===== src/shared/drs_pkg.sv =====
// Package of constants and types for the debug run status block.
package drs_pkg;

	// ****************************************
	// Register map and register bus widths
	// ****************************************
	localparam int ADDR_W = 2;
	localparam int DATA_W = 8;
	localparam logic [1:0] ADDR_CTRL = 2'h0;
	localparam logic [1:0] ADDR_STATUS = 2'h1;
	localparam logic [1:0] ADDR_IRQ_STAT = 2'h2;
	localparam logic [1:0] ADDR_IRQ_MASK = 2'h3;

	// ****************************************
	// Control register field positions
	// ****************************************
	localparam int CTRL_EN_BIT = 0;
	localparam int CTRL_ARM_BIT = 1;
	localparam int CTRL_MODE_BIT = 2;

	// ****************************************
	// Status register field positions
	// ****************************************
	localparam int STAT_MATCH_A_BIT = 7;
	localparam int STAT_MATCH_B_BIT = 6;
	localparam int STAT_RUN_BIT = 5;
	localparam int STAT_SPARE_BIT = 4;
	localparam int STAT_CNT_LSB = 0;
	localparam int CNT_W = 4;

	// ****************************************
	// Interrupt status and mask bit positions
	// ****************************************
	localparam int IRQ_W = 3;
	localparam int IRQ_RUN_END_BIT = 0;
	localparam int IRQ_MATCH_A_BIT = 1;
	localparam int IRQ_MATCH_B_BIT = 2;

	// ****************************************
	// Reset values and counts
	// ****************************************
	localparam logic [7:0] RD_DATA_RST = 8'h00;
	localparam logic [2:0] IRQ_RST = 3'h0;
	localparam logic [3:0] CNT_RST = 4'h0;
	localparam logic [3:0] FIFO_DEPTH = 4'h8;

	// ****************************************
	// Types
	// ****************************************
	typedef enum logic [0:0] {
		ST_IDLE = 1'b0,
		ST_RUN = 1'b1
	} drs_run_state_t;

	typedef struct packed {
		drs_run_state_t st;
		logic en;
		logic trace_end;
		logic match_a;
		logic match_b;
		logic [2:0] irq_stat;
		logic [2:0] irq_mask;
		logic [7:0] rd_data;
		logic irq;
		logic run_active;
	} drs_state_t;

	typedef struct packed {
		logic [3:0] cnt;
	} drs_cnt_state_t;

endpackage


===== src/logic/drs_debug_run_status.sv =====
// Debug run control and read-only run status register with interrupt.
`timescale 1ns/1ps
module drs_debug_run_status import drs_pkg::*; (
	// Clock, reset and enable.
	input wire logic i_sys_clk,
	input wire logic i_rst,
	input wire logic i_clk_en,
	// Register port.
	input wire logic [1:0] i_addr,
	input wire logic [7:0] i_wr_data,
	input wire logic i_wr,
	input wire logic i_rd,
	output logic [7:0] o_rd_data,
	// Capture events from the comparators and the trace FIFO.
	input wire logic i_match_a,
	input wire logic i_match_b,
	input wire logic i_trigger,
	input wire logic i_capture,
	input wire logic i_fifo_read,
	// Run state and interrupt.
	output logic o_run_active,
	output logic o_irq
);

	// ****************************************
	// State and decode
	// ****************************************
	drs_state_t s_q;
	drs_state_t s_d;
	logic [3:0] cnt_w;
	logic full_w;
	logic start_w;
	logic running_w;

	// Decodes a register strobe at one address.
	function automatic logic hit(input logic strobe, input logic [1:0] addr,
		input logic [1:0] target);
		hit = strobe && (addr == target);
	endfunction

	// Builds the status byte from flags and count; bit four stays zero.
	function automatic logic [7:0] status_byte(input drs_state_t s, input logic [3:0] cnt);
		logic [7:0] b;
		b = 8'h00;
		b[STAT_MATCH_A_BIT] = s.match_a;
		b[STAT_MATCH_B_BIT] = s.match_b;
		b[STAT_RUN_BIT] = (s.st == ST_RUN) && s.en;
		b[STAT_SPARE_BIT] = 1'b0;
		b[STAT_CNT_LSB +: CNT_W] = cnt;
		status_byte = b;
	endfunction

	assign running_w = (s_q.st == ST_RUN);
	// A run starts when the request and enable are both written to 1 from idle.
	assign start_w = !running_w && hit(i_wr, i_addr, ADDR_CTRL) &&
		i_wr_data[CTRL_EN_BIT] && i_wr_data[CTRL_ARM_BIT];

	// ****************************************
	// Valid word counter
	// ****************************************
	// Only captures during a run count; FIFO reads do not reach the counter.
	drs_word_counter u_cnt (
		.i_sys_clk(i_sys_clk),
		.i_rst(i_rst),
		.i_clk_en(i_clk_en),
		.i_clear(start_w),
		.i_inc(running_w && i_capture),
		.o_cnt(cnt_w),
		.o_full(full_w)
	);

	// ****************************************
	// Next state
	// ****************************************
	// Run control, flags, register reads and interrupt bits.
	always_comb begin
		logic [2:0] ev;
		logic run_end;
		ev = 3'h0;
		run_end = 1'b0;
		s_d = s_q;
		s_d.rd_data = RD_DATA_RST;

		// Control writes; the status address takes no write at all.
		if (hit(i_wr, i_addr, ADDR_CTRL)) begin
			s_d.en = i_wr_data[CTRL_EN_BIT];
			s_d.trace_end = i_wr_data[CTRL_MODE_BIT];
			if (start_w) begin
				s_d.st = ST_RUN;
				s_d.match_a = 1'b0;
				s_d.match_b = 1'b0;
			end else if (running_w &&
				!(i_wr_data[CTRL_EN_BIT] && i_wr_data[CTRL_ARM_BIT])) begin
				run_end = 1'b1;
			end
		end
		if (hit(i_wr, i_addr, ADDR_IRQ_MASK)) begin
			s_d.irq_mask = i_wr_data[IRQ_W-1:0];
		end

		// Comparator flags record matches seen while armed.
		if (running_w && i_match_a) begin
			s_d.match_a = 1'b1;
			ev[IRQ_MATCH_A_BIT] = 1'b1;
		end
		if (running_w && i_match_b) begin
			s_d.match_b = 1'b1;
			ev[IRQ_MATCH_B_BIT] = 1'b1;
		end

		// Automatic end: FIFO full in begin trace, trigger in end trace.
		if (running_w && !s_q.trace_end && full_w) begin
			run_end = 1'b1;
		end
		if (running_w && s_q.trace_end && i_trigger) begin
			run_end = 1'b1;
		end
		if (run_end) begin
			s_d.st = ST_IDLE;
			ev[IRQ_RUN_END_BIT] = 1'b1;
		end

		// Read data stand in the cycle after the read strobe only.
		if (i_rd) begin
			unique case (i_addr)
				ADDR_CTRL: begin
					s_d.rd_data[CTRL_EN_BIT] = s_q.en;
					s_d.rd_data[CTRL_ARM_BIT] = running_w;
					s_d.rd_data[CTRL_MODE_BIT] = s_q.trace_end;
				end
				ADDR_STATUS: begin
					s_d.rd_data = status_byte(s_q, cnt_w);
				end
				ADDR_IRQ_STAT: begin
					s_d.rd_data[IRQ_W-1:0] = s_q.irq_stat;
				end
				ADDR_IRQ_MASK: begin
					s_d.rd_data[IRQ_W-1:0] = s_q.irq_mask;
				end
			endcase
		end

		// Sticky events; a read clears them but a same-cycle event survives.
		if (hit(i_rd, i_addr, ADDR_IRQ_STAT)) begin
			s_d.irq_stat = ev;
		end else begin
			s_d.irq_stat = s_q.irq_stat | ev;
		end
		s_d.irq = |(s_d.irq_stat & s_d.irq_mask);
		s_d.run_active = (s_d.st == ST_RUN) && s_d.en;
	end

	// ****************************************
	// State register
	// ****************************************
	// All fields reset to zero; the clock enable freezes everything.
	always_ff @(posedge i_sys_clk or posedge i_rst) begin
		if (i_rst) begin
			s_q <= '{st: ST_IDLE, en: 1'b0, trace_end: 1'b0, match_a: 1'b0,
				match_b: 1'b0, irq_stat: IRQ_RST, irq_mask: IRQ_RST,
				rd_data: RD_DATA_RST, irq: 1'b0, run_active: 1'b0};
		end else if (i_clk_en) begin
			s_q <= s_d;
		end
	end

	assign o_rd_data = s_q.rd_data;
	assign o_irq = s_q.irq;
	assign o_run_active = s_q.run_active;
endmodule


===== src/logic/drs_word_counter.sv =====
// Saturating count of valid trace words captured during a debug run.
`timescale 1ns/1ps
module drs_word_counter import drs_pkg::*; (
	// Clock, reset and enable.
	input wire logic i_sys_clk,
	input wire logic i_rst,
	input wire logic i_clk_en,
	// Count control.
	input wire logic i_clear,
	input wire logic i_inc,
	// Count result.
	output logic [3:0] o_cnt,
	output logic o_full
);

	drs_cnt_state_t s_q;
	drs_cnt_state_t s_d;

	// Clear has priority; increments stop once the FIFO depth is reached.
	always_comb begin
		s_d = s_q;
		if (i_clear) begin
			s_d.cnt = CNT_RST;
		end else if (i_inc && (s_q.cnt != FIFO_DEPTH)) begin
			s_d.cnt = s_q.cnt + 4'h1;
		end
	end

	// State register, frozen while the clock enable is low.
	always_ff @(posedge i_sys_clk or posedge i_rst) begin
		if (i_rst) begin
			s_q <= '{cnt: CNT_RST};
		end else if (i_clk_en) begin
			s_q <= s_d;
		end
	end

	// Outputs come straight from the count register.
	assign o_cnt = s_q.cnt;
	assign o_full = (s_q.cnt == FIFO_DEPTH);

endmodule


===== config.mk =====
export PLATFORM = sky130hd
export DESIGN_NAME = drs_debug_run_status
export DESIGN_NICKNAME = d
export VERILOG_FILES = /design/src/shared/drs_pkg.sv /design/src/logic/drs_debug_run_status.sv /design/src/logic/drs_word_counter.sv
export SDC_FILE = /design/constraint.sdc
export NUM_CORES = 1
export LEC_CHECK = 0
export BUFFER_PORTS_ARGS = -buffer_cell sky130_fd_sc_hd__clkbuf_2
export CELL_PAD_IN_SITES_DETAIL_PLACEMENT = 1
export CELL_PAD_IN_SITES_GLOBAL_PLACEMENT = 1
export CORE_MARGIN = 2
export CORE_UTILIZATION = 37
export DETAILED_ROUTE_END_ITERATION = 6
export PLACE_DENSITY_LB_ADDON = 0.1
export SETUP_SLACK_MARGIN = 0.4
export SYNTH_ARGS = -nofsm -noshare
export SYNTH_HDL_FRONTEND = slang
export SYNTH_HIERARCHICAL = 1
export SYNTH_SLANG_ARGS = --single-unit

===== constraint.sdc =====
create_clock -name i_sys_clk -period 1.4 [get_ports i_sys_clk]
set_input_delay 0.35 -clock i_sys_clk [delete_from_list [all_inputs] [get_ports i_sys_clk]]
set_output_delay 0.35 -clock i_sys_clk [all_outputs]
set_load 0.01 [all_outputs]

# After elaboration in Yosys (flattened, before gate mapping)
# Index checks and enable logic that the tools add are counted.
[totals] regBits=25 input_bits=20 output_inout_bits=10 wordCells=72
[classes] add_sub_neg=1 n_eq_ne=5 muxes=21 bitwise_logic=2 n_reduce_logical=32
[ops] operator="logical AND 1 bit" count=18
[ops] operator="two-way mux 1 bit" count=12
[ops] operator="case mux 3 bit (4 select lines)" count=1
[ops] operator="two-way mux 5 bit" count=2
[ops] operator="nonzero test 2 bit" count=5
[ops] operator="two-way mux 4 bit" count=2
[ops] operator="two-way mux 8 bit" count=1
[ops] operator="two-way mux 3 bit" count=2
[ops] operator="AND reduction 3 bit" count=2
[ops] operator="adder 4 x 1 -> 4 bit (second input constant)" count=1
[ops] operator="equality test 2 bit (second input constant)" count=2
[ops] operator="equality test 4 bit (second input constant)" count=1
[ops] operator="inequality test 4 bit (second input constant)" count=1
[ops] operator="AND reduction 2 bit" count=2
[ops] operator="bitwise AND 3 bit" count=1
[ops] operator="logical NOT 1 bit" count=3
[ops] operator="OR 3 bit" count=1
[ops] operator="OR reduction 3 bit" count=1
[ops] operator="equality test 2 x 1 -> 1 bit (second input constant)" count=1
[ops] operator="logical NOT 2 bit" count=1
[ops] operator="two-way mux 2 bit" count=1

# Depth between registers and ports, before layout
[logic_depth] depth_word=14 depth_mapped=8 depth_no_buf=8

# Cells and area by module
# Netlist, hierarchy kept.
[modules_own_cells] mod="drs_debug_run_status" instances=1 cells_per_inst=103 area_per_inst_um2=1147.4 seq_area_each_um2=500.5
[modules_own_cells] mod="drs_word_counter" instances=1 cells_per_inst=28 area_per_inst_um2=254.0 seq_area_each_um2=100.1

# Worst setup path after synthesis
# Ideal clock, no wire load.
[synth_timing] path_type="input port to flip-flop" start="input port i_addr[0]" end="register u_cnt.s_q (netlist bit u_cnt/o_cnt[1])" setup_ps=132 t_arrival_ps=1443 required_ps=1268 setup_slack_ps=-175 path_stages=6 n_path_buf=1 cell_sequence="buf_4 > nor3b_4 > nor3b_4 > o21ai_1 > a31oi_1 > o22ai_1"
[synth_between] elab_chain_cells=7 word_cells_on_any_way=8 cone_classes="mux (1); reduce/logical (7)"
[synth_lines] element="start: declaration" line_no="drs_debug_run_status.sv:9" source="input wire logic [1:0] i_addr,"
[synth_lines] element="logical NOT 2 bit *" line_no="drs_debug_run_status.sv:38" source="hit = strobe && (addr == target);"
[synth_lines] element="logical AND 1 bit *" line_no="drs_debug_run_status.sv:38"
[synth_lines] element="logical AND 1 bit * (2 in series)" line_no="drs_debug_run_status.sv:55" source="assign start_w = !running_w && hit(i_wr, i_addr, ADDR_CTRL) &&"
[synth_lines] element="logical AND 1 bit *" line_no="drs_debug_run_status.sv:56" source="i_wr_data[CTRL_EN_BIT] && i_wr_data[CTRL_ARM_BIT];"
[synth_lines] element="net start_w" line_no="drs_debug_run_status.sv:32" source="logic start_w;"
[synth_lines] element="nonzero test 2 bit (no line)"
[synth_lines] element="AND reduction 2 bit (no line)"
[synth_lines] element="end signal: assignment" line_no="drs_word_counter.sv:32" source="s_q <= '{cnt: CNT_RST};"
[synth_lines] element="end: declaration" line_no="drs_word_counter.sv:16" source="drs_cnt_state_t s_q;"
# The timed path passes the listed nets; every way through them passes the cells marked *.
# A chain may end at the register's enable or synchronous reset.

# Worst setup path in the final report
[layout_timing] start="register u_cnt.s_q (netlist bit u_cnt/o_cnt[1])" end="register s_q (netlist bit o_rd_data[1])"
[layout_between] elab_chain_cells=2
[layout_lines] element="case mux 3 bit (4 select lines)" line_no="drs_debug_run_status.sv:125" source="unique case (i_addr)"
[layout_lines] element="two-way mux 8 bit" line_no="drs_debug_run_status.sv:124" source="if (i_rd) begin"
[layout_lines] element="end signal: assignment" line_no="drs_debug_run_status.sv:159" source="s_q <= '{st: ST_IDLE, en: 1'b0, trace_end: 1'b0, match_a: 1'b0,"
[layout_lines] element="end: declaration" line_no="drs_debug_run_status.sv:28" source="drs_state_t s_q;"
# Every way passes these cells.

==> metrics.csv <==
stage,metric,value,unit
layout,Syn-to-layout area delta,42.14,%
yosys,ys async rst share,100.0,%
global_route,largest net degree at the start of global routing,21,
floorplanning,Die Y,65.54,um
floorplanning,Initial Utilization,38.28,%
sta,period utilization,105.1,%
sta,Final Max Tran Viols,0,
setup_path,Reg-to-Reg End,o_rd_data[1],
route,vias after detailed routing,1174,
global_route,GR Util All Layers,18.14,%
placed_design,Placed Area,0.001662,mm2
hold_path,Worst Hold Path EP,s_q[18],
pwr,pwr dens,1547,mW/mm2
yosys,most frequent cells after synthesis,"dfrtp_1, inv_1, nand2_1",
floorplanning,chip width,65.54,um
floorplanning,io pins,30,
placed_design,Post-DP HPWL,2584,um
route,DRT Wirelength,3723,um
sta,Setup WS post-layout,-71.34,ps
layout,post-layout util,54.41,%
floorplanning,Die ar.,0.004295,mm2
yosys,Seq cells post-synth,24,
setup_path,Crit Path Max Fanout,3,
yosys,cell area after synthesis,0.001401,mm2
job,number of max-cap violations,0,
yosys,sequential share of the synthesized area,42.86,%
global_route,Congestion Overflow GR,0,
route,drt via density,4.996,
layout,multi-input logic area,706.9,um2
setup_path,crit path DAT,1630,ps
pwr,total power,3082,uW
hold_path,Hold Crit Depth,2,
clock_network,root buffer cell,clkbuf_8,
clock_network,clock sink total,24,
yosys,Yosys top cell by area,dfrtp_1,
yosys,Post-Synthesis Cells,131,
clock_network,htree depth,1,
global_route,initial antenna violation count,0,
placed_design,placed cell count,212,
setup_path,CP endpoint kind,flop,
sta,max frequency,0.6797,GHz
sta,final hold violations,0,
yosys,area share of the largest cell type after synthesis,42.86,%
setup_path,WP data required,1560,ps
yosys,warnings from Yosys,6,
run_status,failing checks,negative setup slack,
run_status,status,"finished, violations left",
setup_path,FF-to-FF path depth,6,
route,DRC Markers,0,
clock_network,CTS tree,yes,
global_route,first-pass GRT wire length,5954,um
route,TritonRoute pass-1 iters,4,
setup_path,flop2flop setup slack,-70,ps
setup_path,Crit Path Class,flop to flop,
layout,Layout Nets,210,
yosys,synthesized area per cell,10.70,um2
yosys,Mapped Nets,153,
layout,fin cells,235,
sta,min Tclk post-route,1471,ps
yosys,Most used DFF post-synth,dfrtp_1,
clock_network,CTS max path bufs,2,
sta,RSZ-0062 raised after global routing,yes,
clock_network,Clock Latency Late Sink,280,ps
yosys,main area contributors after synthesis,"dfrtp_1, mux2_2, mux4_1",
layout,Seq. cell area,600.6,um2
clock_network,CTS Buf Count,3,
placed_design,Place WS,-213.2,ps
route,Final ANT Viol Nets,0,
yosys,Yosys cell types,35,
placed_design,GP Congestion,0.7703,
layout,fraction of layout cells with a size suffix above 1,52.94,%
clock_network,Worst-path clk slew,100,ps
sta,Setup-failing EPs final,3,
layout,final instance area,0.001992,mm2
hold_path,worst hold-check path type,primary input to flop,
setup_path,CP startpoint kind,flop,
floorplanning,Rows,22,
route,starting DRC count in detailed routing,51,
yosys,Post-synth EDFFs,0,
global_route,number of global-route vias before repair,1219,
hold_path,hold path startpoint,i_wr_data[2],
floorplanning,Core Area,0.003661,mm2
pwr,"IR drop worst, VDD",0.7944,mV
layout,n_diodes,0,
setup_path,r2r startpoint,u_cnt/o_cnt[1],
layout,Fill cells,415,
placed_design,Port Buffer Count,22,
route,WL/cell,15.84,um
yosys,most numerous cell in the Yosys netlist,dfrtp_1,
sta,final clock skew,7.832,ps
pwr,Pleak,0.0009899,uW
==> how the worst max path moves through the flow <==
stage	startpoint	cells past startpoint	slack, ps	to
CTS	u_cnt/o_cnt[1]	8	-80	o_irq
detailed placement	i_addr[0]	6	-210	u_cnt/o_cnt[0]
global placement	i_addr[1]	6	-160	u_cnt/o_cnt[0]
finish	u_cnt/o_cnt[1]	6	-70	o_rd_data[1]
global route	u_cnt/o_cnt[1]	8	-120	o_irq
floorplan	i_addr[0]	6	-140	u_cnt/o_cnt[0]
==> timing repair <==
item | CTS | global route
hold buffers | 1 | 0
gates resized for setup | 28 | 18
endpoints found under the setup margin | 27 | 28
setup buffers | 12 | 6
hold endpoints to repair | 4 | 0
pin swaps | 11 | 8
==> final cells by class <==
class / instances / share of cell area (%)
Multi-Input combinational cell: 77 / 35.49
Sequential cell: 24 / 30.15
Timing Repair Buffer: 66 / 24.75
Inverter: 16 / 3.015
Tap cell: 48 / 3.015
Clock buffer: 3 / 2.073
Clock inverter: 1 / 1.508
==> cells in the final DEF (no fill, tap or decap), types with 2 or more instances in the layout <==
cell      netlist  layout
nand4_1         2       2
buf_6           2       8
a22oi_1         2       2
o21ai_1         1       5
mux2_2          8       5
nand3_1         8       4
a32o_1          5       5
mux4_2          0       3
nand2_4         0       3
mux2i_1         5       5
inv_2           0       2
dfrtp_1        24      24
nor3b_4         2       2
inv_1          16      14
clkbuf_8        1       5
mux2_4          0       3
nand3_2         0       4
clkbuf_2        0      10
buf_4           9      36
o22ai_1         6       6
nand2_1        10       8
nor2_1          2       2
nand3b_1        2       2
buf_2           0       9
==> through the flow <==
stage,hold slack [ps],setup TNS (ps)
global placement,236.0,-1209
finish,337.3,-162.6
global route,344.6,-567.7
detailed placement,245.5,-1480
CTS,329.2,-178.9
floorplan,116.1,-463.7
==> routing by layer <==
layer  track usage (%)  vias to the layer above  wire length [um]
met4             5.729                        0                40
met3             2.568                        4                88
met5                 0                        -                 0
met2             30.87                       21              1880
li1                  -                      574                 -
met1             23.75                      575              1714
==> power by group <==
group / total (uW) / leakage (uW) / internal, uW / switching [uW]
logic: 1430 / 0.000665 / 809 / 626
clock network: 631 / 0.0000357 / 383 / 248
registers: 1020 / 0.000289 / 883 / 134
==> registers in the layout (all words and copies together), names as in the netlist <==
name          flops
o_irq             1
o_rd_data         7
o_run_active      1
running_w         1
s_q              10
u_cnt/o_cnt       4
==> critical path: stages, from the launching register on <==
cell	delay [ps]
dfrtp_1	400
buf_4	140
buf_6	110
buf_6	110
mux4_2	460
nand3_2	80
o21ai_1	60
==> cells by family after synthesis <==
family          share of synthesized area, %
mux                                    15.63
compound gates                         13.57
buf+inv                                12.23
simple gates                           13.66
fa+ha+maj                              1.785
other cells                           0.2676
flops                                  42.86
Note: power is estimated with default switching activity, not from simulation.
